`config.mk`:
```
export PLATFORM = sky130hd
export DESIGN_NAME = pnpg_regs
export DESIGN_NICKNAME = d
export VERILOG_FILES = /design/src/inc/pnpg_pkg.sv /design/src/hw/pnpg_regs.sv
export VERILOG_INCLUDE_DIRS = /design/src /design/src/inc
export SDC_FILE = /design/constraint.sdc
export NUM_CORES = 1
export LEC_CHECK = 0
export BUFFER_PORTS_ARGS = -buffer_cell sky130_fd_sc_hd__buf_2
export CAP_MARGIN = 20
export CORE_ASPECT_RATIO = 1.2
export CORE_MARGIN = 2
export CORE_UTILIZATION = 37
export DETAILED_ROUTE_END_ITERATION = 7
export GPL_TIMING_DRIVEN = 0
export SLEW_MARGIN = 10
export SYNTH_ARGS = -nofsm -noshare
export SYNTH_HDL_FRONTEND = slang
export SYNTH_SLANG_ARGS = --single-unit
```
`constraint.sdc`:
```
create_clock -name clk_sys -period 2.2 [get_ports clk_sys]
set_input_delay 0.44 -clock clk_sys [delete_from_list [all_inputs] [get_ports clk_sys]]
set_output_delay 0.44 -clock clk_sys [all_outputs]
set_load 0.02 [all_outputs]
```
`src/inc/pnpg_defines.svh`:
```
// Offsets, field positions, reset values and limits of the next-page, gigabit and MMD window registers.
// Assumes a 32-bit Wishbone slave: each register is one word at byte address 4 * index.
`ifndef PNPG_DEFINES_SVH
`define PNPG_DEFINES_SVH

// ----------------------------------------
// Register indices
// ----------------------------------------
`define PNPG_IDX_AN_EXPANSION   6'h06
`define PNPG_IDX_NP_TX          6'h07
`define PNPG_IDX_LP_NP_RX       6'h08
`define PNPG_IDX_GIG_CTRL       6'h09
`define PNPG_IDX_GIG_STAT       6'h0a
`define PNPG_IDX_MMD_CTRL       6'h0d
`define PNPG_IDX_MMD_WINDOW     6'h0e

// ----------------------------------------
// Field positions
// ----------------------------------------
`define PNPG_NP_TOGGLE_BIT      11
`define PNPG_NP_WR_MASK         16'hb7ff
`define PNPG_GC_TMODE_MSB       15
`define PNPG_GC_TMODE_LSB       13
`define PNPG_GC_MS_MANUAL_BIT   12
`define PNPG_GC_MS_VALUE_BIT    11
`define PNPG_GC_PORT_BIT        10
`define PNPG_GC_FULL_DPX_BIT    9
`define PNPG_GC_HALF_DPX_BIT    8
`define PNPG_MMD_FN_MSB         15
`define PNPG_MMD_FN_LSB         14
`define PNPG_MMD_DEV_MSB        4
`define PNPG_EXP_NP_ABLE_BIT    2
`define PNPG_EXP_PAGE_RX_BIT    1

// ----------------------------------------
// Reset values and limits
// ----------------------------------------
`define PNPG_NP_TX_RST          16'h2001
`define PNPG_GIG_CTRL_RST       16'h0700
`define PNPG_MMD_CTRL_RST       16'h0000
`define PNPG_TMODE_MAX          3'h4
`define PNPG_IDLE_CNT_MAX       8'hff

`endif

```
`src/inc/pnpg_pkg.sv`:
```
// Types shared by the next-page / gigabit / MMD register block and its surroundings.
// Assumes the PHY core delivers its events as one-cycle strobes on clk_sys.
`default_nettype none
package pnpg_pkg;

	typedef enum logic [1:0] {
		PNPG_FN_ADDR     = 2'h0,
		PNPG_FN_DATA     = 2'h1,
		PNPG_FN_DATA_INC = 2'h2,
		PNPG_FN_DATA_WINC = 2'h3
	} pnpg_mmd_fn_t;

	typedef struct packed {
		logic        page_rx_stb;
		logic [15:0] page_rx_word;
		logic        page_tx_stb;
		logic        page_tx_toggle;
		logic        ms_fault_stb;
		logic        ms_res_master;
		logic        local_rx_ok;
		logic        remote_rx_ok;
		logic        lp_gig_full_duplex;
		logic        lp_gig_half_duplex;
		logic        idle_err_stb;
	} pnpg_phy_stat_t;

	typedef struct packed {
		logic [15:0] np_tx_word;
		logic [2:0]  tx_test_mode;
		logic        ms_force_master;
		logic        ms_force_slave;
		logic        port_multi;
		logic        adv_full_duplex;
		logic        adv_half_duplex;
	} pnpg_phy_ctl_t;

	typedef struct packed {
		logic        wr_stb;
		logic        rd_stb;
		logic [4:0]  dev;
		logic [15:0] addr;
		logic [15:0] wdata;
	} pnpg_mmd_req_t;

	typedef struct packed {
		logic        ack;
		logic [15:0] rdat;
		logic [15:0] np_tx;
		logic        np_toggle;
		logic [15:0] lp_np;
		logic [15:0] gctl;
		logic        ms_fault;
		logic        ms_res;
		logic        page_rx;
		logic [7:0]  idle_cnt;
		logic [15:0] mmd_ctl;
		logic [15:0] mmd_addr;
		logic        mmd_wr;
		logic [15:0] mmd_wr_addr;
		logic [15:0] mmd_wdata;
	} pnpg_state_t;

endpackage
`default_nettype wire

```
`src/hw/pnpg_regs.sv`:
```
// Next-page, gigabit control/status and MMD access window registers behind a classic Wishbone slave.
// Assumes all PHY status inputs and the MMD read data are synchronous to clk_sys.
`include "pnpg_defines.svh"
`default_nettype none

// Operation
// - Writable next-page transmit register, message default one.
// - Acknowledge-2 bit writable, resets to zero.
// - Toggle reads inverse of last sent toggle.
// - Partner next page captured read-only, resets zero.
// - Partner acknowledge-2 reported as received.
// - Three-bit test mode, reserved codes mean normal.
// - Test modes passed to PHY per gigabit standard.
// - Forced master/slave value needs manual enable.
// - Manual enable: value one master, zero slave.
// - Advertised duplex and port type default one.
// - Master/slave fault latches high until read.
// - Resolution bit reports master, default one.
// - Local and remote receiver status bits.
// - Partner gigabit duplex capability bits.
// - Registers 13 and 14 form MMD window.
// - Function field selects address or data mode.
// - Code 11 increments after writes only.
// - Device select field targets the MMD.
// - Function 00 write loads MMD address.
// - Other functions transfer MMD data.
// - Page received latches until read.
// - Local PHY reports next-page capable.
module pnpg_regs
	import pnpg_pkg::*;
#(
	parameter int ADR_W = 8
) (
	input  wire logic                clk_sys,
	input  wire logic                arst_n,
	input  wire logic                wb_cyc_i,
	input  wire logic                wb_stb_i,
	input  wire logic                wb_we_i,
	input  wire logic [ADR_W-1:0]    wb_adr_i,
	input  wire logic [3:0]          wb_sel_i,
	input  wire logic [31:0]         wb_dat_i,
	output logic      [31:0]         wb_dat_o,
	output logic                     wb_ack_o,
	input  wire pnpg_phy_stat_t      phy_stat,
	output pnpg_phy_ctl_t            phy_ctl,
	output pnpg_mmd_req_t            mmd_req,
	input  wire logic [15:0]         mmd_rdata
);

	// ----------------------------------------
	// Decode
	// ----------------------------------------
	pnpg_state_t  st_ff;
	pnpg_state_t  nxt_st;
	logic         take;
	logic         take_wr;
	logic         take_rd;
	logic [5:0]   idx;
	logic [15:0]  cur_rd;
	logic [15:0]  wr_val;
	pnpg_mmd_fn_t fn;
	logic         mmd_data_rd;

	// Merge byte lanes so a partial write keeps the untouched half of cur_rd, which for the MMD data window is mmd_rdata
	function automatic logic [15:0] lane_merge(input logic [15:0] old_v, input logic [15:0] new_v,
		input logic [1:0] sel);
		lane_merge = {sel[1] ? new_v[15:8] : old_v[15:8], sel[0] ? new_v[7:0] : old_v[7:0]};
	endfunction

	function automatic logic [2:0] legal_tmode(input logic [2:0] code);
		legal_tmode = (code > `PNPG_TMODE_MAX) ? 3'h0 : code;
	endfunction

	// A request is taken once; ack blocks it for the following cycle
	assign take    = wb_cyc_i && wb_stb_i && !st_ff.ack;
	assign take_wr = take && wb_we_i;
	assign take_rd = take && !wb_we_i;
	assign idx     = 6'(wb_adr_i[ADR_W-1:2]);
	assign fn      = pnpg_mmd_fn_t'(st_ff.mmd_ctl[`PNPG_MMD_FN_MSB:`PNPG_MMD_FN_LSB]);
	assign mmd_data_rd = take_rd && idx == `PNPG_IDX_MMD_WINDOW && fn != PNPG_FN_ADDR;

	// ----------------------------------------
	// Read mux
	// ----------------------------------------
	always_comb begin
		cur_rd = 16'h0000;
		unique case (idx)
			`PNPG_IDX_AN_EXPANSION: begin
				cur_rd[`PNPG_EXP_NP_ABLE_BIT] = 1'b1;
				cur_rd[`PNPG_EXP_PAGE_RX_BIT] = st_ff.page_rx;
			end
			`PNPG_IDX_NP_TX: begin
				cur_rd = st_ff.np_tx;
				cur_rd[`PNPG_NP_TOGGLE_BIT] = st_ff.np_toggle;
			end
			`PNPG_IDX_LP_NP_RX: cur_rd = st_ff.lp_np;
			`PNPG_IDX_GIG_CTRL: cur_rd = st_ff.gctl;
			`PNPG_IDX_GIG_STAT: begin
				cur_rd = {st_ff.ms_fault, st_ff.ms_res, phy_stat.local_rx_ok, phy_stat.remote_rx_ok,
					phy_stat.lp_gig_full_duplex, phy_stat.lp_gig_half_duplex, 2'h0, st_ff.idle_cnt};
			end
			`PNPG_IDX_MMD_CTRL: cur_rd = st_ff.mmd_ctl;
			`PNPG_IDX_MMD_WINDOW: cur_rd = (fn == PNPG_FN_ADDR) ? st_ff.mmd_addr : mmd_rdata;
			default: cur_rd = 16'h0000;
		endcase
	end

	assign wr_val = lane_merge(cur_rd, wb_dat_i[15:0], wb_sel_i[1:0]);

	// ----------------------------------------
	// Next state
	// ----------------------------------------
	always_comb begin
		nxt_st        = st_ff;
		nxt_st.ack    = take;
		nxt_st.mmd_wr = 1'b0;
		nxt_st.ms_res = phy_stat.ms_res_master;
		if (take_rd) begin
			nxt_st.rdat = cur_rd;
		end
		// Clears on read come first so that a same-cycle event still sets
		if (take_rd && idx == `PNPG_IDX_GIG_STAT) begin
			nxt_st.ms_fault = 1'b0;
			nxt_st.idle_cnt = 8'h00;
		end
		if (take_rd && idx == `PNPG_IDX_AN_EXPANSION) begin
			nxt_st.page_rx = 1'b0;
		end
		if (take_wr) begin
			unique case (idx)
				`PNPG_IDX_NP_TX: nxt_st.np_tx = wr_val & `PNPG_NP_WR_MASK;
				`PNPG_IDX_GIG_CTRL: nxt_st.gctl = wr_val;
				`PNPG_IDX_MMD_CTRL: nxt_st.mmd_ctl = wr_val;
				`PNPG_IDX_MMD_WINDOW: begin
					if (fn == PNPG_FN_ADDR) begin
						nxt_st.mmd_addr = wr_val;
					end else begin
						nxt_st.mmd_wr      = 1'b1;
						nxt_st.mmd_wr_addr = st_ff.mmd_addr;
						nxt_st.mmd_wdata   = wr_val;
						if (fn != PNPG_FN_DATA) begin
							nxt_st.mmd_addr = st_ff.mmd_addr + 16'h0001;
						end
					end
				end
				default: begin
				end
			endcase
		end
		// read increment only for code 10
		if (mmd_data_rd && fn == PNPG_FN_DATA_INC) begin
			nxt_st.mmd_addr = st_ff.mmd_addr + 16'h0001;
		end
		if (phy_stat.page_tx_stb) begin
			nxt_st.np_toggle = !phy_stat.page_tx_toggle;
		end
		if (phy_stat.page_rx_stb) begin
			nxt_st.lp_np   = phy_stat.page_rx_word;
			nxt_st.page_rx = 1'b1;
		end
		if (phy_stat.ms_fault_stb) begin
			nxt_st.ms_fault = 1'b1;
		end
		if (phy_stat.idle_err_stb && nxt_st.idle_cnt != `PNPG_IDLE_CNT_MAX) begin
			nxt_st.idle_cnt = nxt_st.idle_cnt + 8'h01;
		end
	end

	always_ff @(posedge clk_sys or negedge arst_n) begin
		if (!arst_n) begin
			st_ff             <= '0;
			st_ff.np_tx       <= `PNPG_NP_TX_RST;
			st_ff.gctl        <= `PNPG_GIG_CTRL_RST;
			st_ff.mmd_ctl     <= `PNPG_MMD_CTRL_RST;
			st_ff.ms_res      <= 1'b1;
		end else begin
			st_ff <= nxt_st;
		end
	end

	// ----------------------------------------
	// Outputs
	// ----------------------------------------
	assign wb_ack_o = st_ff.ack;
	assign wb_dat_o = {16'h0000, st_ff.rdat};

	always_comb begin
		phy_ctl = '0;
		phy_ctl.np_tx_word = st_ff.np_tx;
		phy_ctl.np_tx_word[`PNPG_NP_TOGGLE_BIT] = st_ff.np_toggle;
		phy_ctl.tx_test_mode = legal_tmode(st_ff.gctl[`PNPG_GC_TMODE_MSB:`PNPG_GC_TMODE_LSB]);
		phy_ctl.ms_force_master = st_ff.gctl[`PNPG_GC_MS_MANUAL_BIT] && st_ff.gctl[`PNPG_GC_MS_VALUE_BIT];
		phy_ctl.ms_force_slave  = st_ff.gctl[`PNPG_GC_MS_MANUAL_BIT] && !st_ff.gctl[`PNPG_GC_MS_VALUE_BIT];
		phy_ctl.port_multi      = st_ff.gctl[`PNPG_GC_PORT_BIT];
		phy_ctl.adv_full_duplex = st_ff.gctl[`PNPG_GC_FULL_DPX_BIT];
		phy_ctl.adv_half_duplex = st_ff.gctl[`PNPG_GC_HALF_DPX_BIT];
	end

	// Read strobe is combinational so mmd_rdata is sampled in the same cycle
	always_comb begin
		mmd_req        = '0;
		mmd_req.dev    = st_ff.mmd_ctl[`PNPG_MMD_DEV_MSB:0];
		mmd_req.rd_stb = mmd_data_rd;
		mmd_req.wr_stb = st_ff.mmd_wr;
		mmd_req.addr   = st_ff.mmd_wr ? st_ff.mmd_wr_addr : st_ff.mmd_addr;
		mmd_req.wdata  = st_ff.mmd_wdata;
	end

	logic gstat_rd;
	assign gstat_rd = take_rd && idx == `PNPG_IDX_GIG_STAT;
	logic exp_rd;
	logic np_wr;
	logic ctl_wr;
	logic mmd_ctl_wr;
	logic win_wr;
	assign exp_rd     = take_rd && idx == `PNPG_IDX_AN_EXPANSION;
	assign np_wr      = take_wr && idx == `PNPG_IDX_NP_TX;
	assign ctl_wr     = take_wr && idx == `PNPG_IDX_GIG_CTRL;
	assign mmd_ctl_wr = take_wr && idx == `PNPG_IDX_MMD_CTRL;
	assign win_wr     = take_wr && idx == `PNPG_IDX_MMD_WINDOW;
endmodule // pnpg_regs
`default_nettype wire

```
==> Word-level counts from Yosys, hierarchy flattened <==
Index checks and enable logic that the tools add are counted.
{ "totals": {"ff_bits": 140, "out_inout_bits": 96, "elab_cells": 77, "input_bits": 91} }
{ "op_classes": {"reduce_logical": 28, "eq_ne": 10, "bitwise_logic": 1, "addsub": 2, "order_cmp": 1, "mux": 20} }
{ "ops": {"columns": ["op", "n"], "rows": [
  ["49-bit 2-to-1 mux", 2],
  ["16-bit 2-to-1 mux", 5],
  ["13-bit case mux with 6 select lines", 1],
  ["33-bit 2-to-1 mux", 1],
  ["8-bit 2-to-1 mux", 4],
  ["6-bit by 4-bit == test with 1-bit output, second input constant", 5],
  ["16-bit by 1-bit adder with 16-bit output, second input constant", 1],
  ["2-bit case mux with 7 select lines", 1],
  ["6-bit by 3-bit == test with 1-bit output, second input constant", 2],
  ["1-bit logical AND", 12],
  ["2-bit nonzero test", 5],
  ["8-bit by 1-bit adder with 8-bit output, second input constant", 1],
  ["8-bit inequality test, second input constant", 1],
  ["1-bit case mux with 6 select lines", 1],
  ["2-bit AND reduction", 3],
  ["3-bit AND reduction", 2],
  ["1-bit zero test", 4],
  ["1-bit 2-to-1 mux", 4],
  ["3-bit greater-than comparator, second input constant", 1],
  ["3-bit 2-to-1 mux", 1],
  ["3-bit nonzero test", 1],
  ["2-bit == test, second input constant", 1],
  ["2-bit zero test", 1],
  ["2-bit by 1-bit inequality test with 1-bit output, second input constant", 1],
  ["1-bit NOT", 1]
]} }

==> Depth between registers and ports, before layout <==
{ "depth": {"word_depth": 8, "mapped_depth": 12, "depth_no_buf": 9} }

==> Worst setup path after synthesis <==
No wires, ideal clock.
{ "synth_path": {"kind": "in2reg", "from": "input port wb_adr_i[2]", "to": "register st_ff[72] in the netlist's numbering", "stages": 12, "t_required_ns": 2.070, "setup_ns": 0.130, "path_slack_ns": -0.552, "t_arrival_ns": 2.622, "path_buffers": 3, "cell_sequence": "clkbuf_1 > or4b_1 > buf_2 > buf_6 > o31ai_2 > inv_1 > ha_1 > nand4_1 > nand4_1 > nor4_1 > xnor2_1 > nor2_1"} }
{ "synth_rtl": {"columns": ["item", "line", "text"], "rows": [
  ["from (decl)", "pnpg_regs.sv:39", "input wire logic [ADR_W-1:0] wb_adr_i,"],
  ["to (signal assigned)", "pnpg_regs.sv:177", "st_ff <= nxt_st;"],
  ["to (decl)", "pnpg_regs.sv:53", "pnpg_state_t st_ff;"]
]} }

==> flow_summary.html <==
<table>
<tr><th>Metric</th><th>Value</th></tr>
<tr><th colspan="2">Run status</th></tr>
<tr><td>Result of the run</td><td>complete, but fails checks</td></tr>
<tr><td>Violated checks</td><td>negative setup slack</td></tr>
<tr><th colspan="2">Die</th></tr>
<tr><td>Die Outline Area</td><td>0.0231 mm^2</td></tr>
<tr><td>DIE HEIGHT</td><td>166 um</td></tr>
<tr><td>Horizontal die dimension</td><td>139 um</td></tr>
<tr><td>Standard-cell row count</td><td>59</td></tr>
<tr><td>Starting density of the core</td><td>37.5%</td></tr>
<tr><td>CORE AREA</td><td>0.0216 mm^2</td></tr>
<tr><td>Top Ports</td><td>187</td></tr>
<tr><th colspan="2">STA</th></tr>
<tr><td>Count of final hold-check violations</td><td>0</td></tr>
<tr><td>Post-route clock skew</td><td>0.0118 ns</td></tr>
<tr><td>Highest attainable clock frequency</td><td>0.437 GHz</td></tr>
<tr><td>Max-Slew Margin vs Limit</td><td>51.4%</td></tr>
<tr><td>Transition time at the pin with the least slew margin</td><td>0.727 ns</td></tr>
<tr><td>RSZ-0062 raised after global routing</td><td>yes</td></tr>
<tr><td>Time the worst path needs with I/O delays and setup</td><td>2.29 ns</td></tr>
<tr><td>Final setup violation count</td><td>3</td></tr>
<tr><td>Setup WS post-layout</td><td>-0.0872 ns</td></tr>
<tr><td>Post-Route Hold Slack</td><td>0.106 ns</td></tr>
<tr><td>Final critical-path share of the clock period</td><td>104%</td></tr>
<tr><td>Number of max-slew violations in the final report</td><td>0</td></tr>
<tr><th colspan="2">Global routing</th></tr>
<tr><td>Wire length of the first global-routing pass</td><td>42500 um</td></tr>
<tr><td>Vias in the first global route</td><td>7079</td></tr>
<tr><td>Initial antenna violation count</td><td>0</td></tr>
<tr><td>Remaining global-route overflow</td><td>0</td></tr>
<tr><td>Overall Global Routing Usage</td><td>24.2%</td></tr>
<tr><td>Maximum number of pins on one net before global-route repair</td><td>89</td></tr>
<tr><th colspan="2">Finish</th></tr>
<tr><td>Layout area overhead</td><td>28.0%</td></tr>
<tr><td>Total of fill cells in the finished design</td><td>2096</td></tr>
<tr><td>Final standard cell count with taps included and fillers excluded</td><td>1368</td></tr>
<tr><td>Commonest cells after routing, fill and taps aside</td><td>sky130_fd_sc_hd__buf_2, sky130_fd_sc_hd__nand2_1, sky130_fd_sc_hd__dfrtp_1</td></tr>
<tr><td>N_diodes</td><td>0</td></tr>
<tr><td>Nets</td><td>1174</td></tr>
<tr><td>Most common cell after layout, fill and taps aside</td><td>sky130_fd_sc_hd__buf_2</td></tr>
<tr><td>Cell area after layout</td><td>0.0104 mm^2</td></tr>
<tr><td>Fraction of layout cells with a size suffix above 1</td><td>38.4%</td></tr>
<tr><th colspan="2">Worst setup path</th></tr>
<tr><td>Origin of the worst setup path</td><td>wb_ack_o$_DFF_PN0_</td></tr>
<tr><td>Req. time, crit path</td><td>2.52 ns</td></tr>
<tr><td>Worst flop-to-flop path endpoint</td><td>st_ff[72]$_DFF_PN0_</td></tr>
<tr><td>Critical-path cell with the highest stage delay</td><td>sky130_fd_sc_hd__dfrtp_1</td></tr>
<tr><td>Type of the setup path with the least slack</td><td>register to register</td></tr>
<tr><td>Slowest Stage Delay on Critical Path</td><td>0.39 ns</td></tr>
<tr><td>Flop2flop setup slack</td><td>-0.09 ns</td></tr>
<tr><td>Critical Path AT</td><td>2.61 ns</td></tr>
<tr><td>Worst-path fanout max</td><td>4</td></tr>
<tr><td>Crit path max-delay family</td><td>simple AND/OR/NAND/NOR gates</td></tr>
<tr><td>R2R Path Start</td><td>wb_ack_o$_DFF_PN0_</td></tr>
<tr><td>Critical-path cell list</td><td>nand4bb_4, buf_6, o31ai_4, inv_2, ha_4, nand4_1, nand4_1, nor4_2, xnor2_1, nor2_1</td></tr>
<tr><td>Most prevalent standard cell on the critical path</td><td>sky130_fd_sc_hd__nand4_1</td></tr>
<tr><td>Stages on worst setup path</td><td>10</td></tr>
<tr><td>Critical path startpoint category</td><td>register</td></tr>
<tr><td>CP Capture Point</td><td>st_ff[72]$_DFF_PN0_</td></tr>
<tr><td>Number of cells on the worst reg-to-reg path</td><td>10</td></tr>
<tr><td>Critical path capture point type</td><td>register</td></tr>
<tr><td>Number of buffers and inverters on the critical path</td><td>2</td></tr>
<tr><th colspan="2">Placed design</th></tr>
<tr><td>Detailed placer's ending HPWL</td><td>21500 um</td></tr>
<tr><td>Placed instance area</td><td>0.00934 mm^2</td></tr>
<tr><td>Number of placed instances, taps included</td><td>1316</td></tr>
<tr><td>Port bufs</td><td>146</td></tr>
<tr><td>Routability congestion estimate from global placement</td><td>0.960</td></tr>
<tr><th colspan="2">Synth</th></tr>
<tr><td>Synth warnings</td><td>0</td></tr>
<tr><td>Number of standard cells after synthesis</td><td>877</td></tr>
<tr><td>Library cells used by synthesis</td><td>72</td></tr>
<tr><td>Summed instance area of the synthesized netlist</td><td>0.00811 mm^2</td></tr>
<tr><td>EDFF count, synth</td><td>0</td></tr>
<tr><td>FF+latch count, synth</td><td>140</td></tr>
<tr><td>Commonest register cell after synthesis</td><td>sky130_fd_sc_hd__dfrtp_1</td></tr>
<tr><td>Part of the Yosys area used for sequential elements</td><td>43.3%</td></tr>
<tr><td>Post-Syn Area per Cell</td><td>9.25 um^2</td></tr>
<tr><td>Asr flop ratio synth</td><td>100%</td></tr>
<tr><th colspan="2">Routing</th></tr>
<tr><td>Antenna Violating Nets Remaining</td><td>0</td></tr>
<tr><td>Drt pass-1 iters</td><td>7</td></tr>
<tr><td>Number of design rule violations left after detail routing</td><td>0</td></tr>
<tr><td>Via count of the routed design</td><td>7543</td></tr>
<tr><td>Routed WL</td><td>28500 um</td></tr>
<tr><td>Initial DRC Count</td><td>815</td></tr>
<tr><td>Final routed wire length divided by cell count</td><td>20.8 um</td></tr>
<tr><td>Post-DR vias/cell</td><td>5.51</td></tr>
<tr><th colspan="2">Worst hold path</th></tr>
<tr><td>Hold Crit Class</td><td>input pin to register</td></tr>
<tr><th colspan="2">Clock network</th></tr>
<tr><td>Clock root buffer</td><td>sky130_fd_sc_hd__clkbuf_16</td></tr>
<tr><td>CTS Sinks</td><td>140</td></tr>
<tr><td>Number of H-tree levels</td><td>4</td></tr>
<tr><td>Clock tree buffer depth</td><td>2</td></tr>
<tr><td>Clock transition at path regs</td><td>0.06 ns</td></tr>
<tr><td>CTS tree</td><td>built</td></tr>
<tr><td>Worst-skew pair later-pin latency</td><td>0.44 ns</td></tr>
<tr><td>Clock buffers created by TritonCTS</td><td>17</td></tr>
<tr><th colspan="2">Pwr</th></tr>
<tr><td>IR drop worst, VDD</td><td>0.557 mV</td></tr>
<tr><td>Static leakage</td><td>4.95 nW</td></tr>
<tr><td>Total power per unit cell area</td><td>693 mW/mm^2</td></tr>
<tr><th colspan="2">Flow run</th></tr>
<tr><td>MaxCap Viol Count</td><td>0</td></tr>
</table>
[synth_stat cells (all sizes together) (2+ instances only)]
master   number  area, um^2
mux2i        16         160
mux2         49         552
nor2b        11        68.8
o2bb2ai       2        17.5
a211oi        9        92.6
xnor2         3        26.3
or4b          2        20.0
a21oi        25         129
and3         10        62.6
a21o          7        52.6
or3b         12         105
a211o        13         114
and4          3        26.3
o31ai        13         103
nand4        11        68.8
nand3        34         170
a31oi        19         119
clkbuf       43         161
ha            2        25.0
dfstp         6         158
or2           3        18.8
nor3         15        91.3
nor4b         3        47.5
a2111oi       5        43.8
and2          6        40.0
o21ai        74         370
dfrtp       134        3350
a41oi        13         129
nor4          5        37.5
o22ai         7        43.8
buf          84         613
nand2       137         514
nand2b       14        87.6
inv          12        45.0
nor3b         5        42.5
nand3b        6        45.0
o211ai        8        60.1
nor2         39         146
[kinds of logic after synthesis]
logic type | after synthesis | synth area share (%)
multiplexers | 65 | 8.77
AO/OA/AOI/OAI | 208 | 17.2
other | 1 | 0.0462
buffers and inverters | 139 | 10.1
flip-flops | 140 | 43.3
AND/OR/NAND/NOR | 318 | 19.8
XOR/XNOR | 3 | 0.324
adder cells (fa/ha/maj) | 3 | 0.432
[worst min path at each step]
stage,to,startpoint,depth (start not counted),slack (ns)
final,st_ff[74]$_DFF_PN1_,phy_stat[5],1,0.11
after detailed placement,st_ff[23]$_DFFE_PN0P_,arst_n,1,0.38
after global placement,st_ff[20]$_DFFE_PN0P_,st_ff[20]$_DFFE_PN0P_,2,0.45
after CTS,st_ff[74]$_DFF_PN1_,phy_stat[5],1,0.10
after floorplan,fn[0]$_DFFE_PN0P_,arst_n,0,0.14
after global routing,st_ff[74]$_DFF_PN1_,phy_stat[5],1,0.1
[per-stage QoR]
stage	utilization, %	total power, W	TNS [ns]	setup WS [ns]
floorplan	-	0.00366	-1.89	-0.404
global placement	43.0	0.00410	-243.30	-1.41
detailed placement	43.2	0.00412	-53.20	-0.979
CTS	47.0	0.00716	-0.282	-0.153
global route	48.0	0.00745	-0.614	-0.184
finish	48.0	0.00720	-0.155	-0.0872
[power breakdown]
part | internal (W) | leakage (nW) | switching, W
registers | 0.00275 | 1.83 | 0.000207
clock network | 0.00182 | 0.294 | 0.00119
logic | 0.000541 | 2.83 | 0.000687
[sequential cells by signal, indices dropped and copies added, names as in the netlist]
signal / cells
wb_ack_o: 1
mmd_req: 22
phy_ctl: 18
st_ff: 81
wb_dat_o: 16
fn: 2
[area by class of cell]
class | instances | area (um^2) | area share, %
multi-input combinational | 614 | 4070 | 39.2
sequential | 140 | 3510 | 33.8
timing repair buffer | 173 | 980 | 9.43
buffer | 123 | 828 | 7.98
clock buffer | 19 | 443 | 4.27
tap | 274 | 343 | 3.30
clock inverter | 13 | 164 | 1.58
inverter | 12 | 45.0 | 0.434
[layer usage]
metal	GRT usage [%]	part of all wire (%)	up-vias
met4	10.2	3.6	0
met2	39.2	48	390
met3	4.38	7.7	53
li1	-	-	3477
met5	0	0	-
met1	32.0	41	3623
[repair_timing]
action,4_1_cts,5_1_grt
gates resized for setup,48,35
endpoints found under the setup margin,106,64
buffers inserted,4,19
pin swaps,7,9
hold buffers,1,0
hold endpoints to repair,52,0
Note: power is estimated with default switching activity, not from simulation.
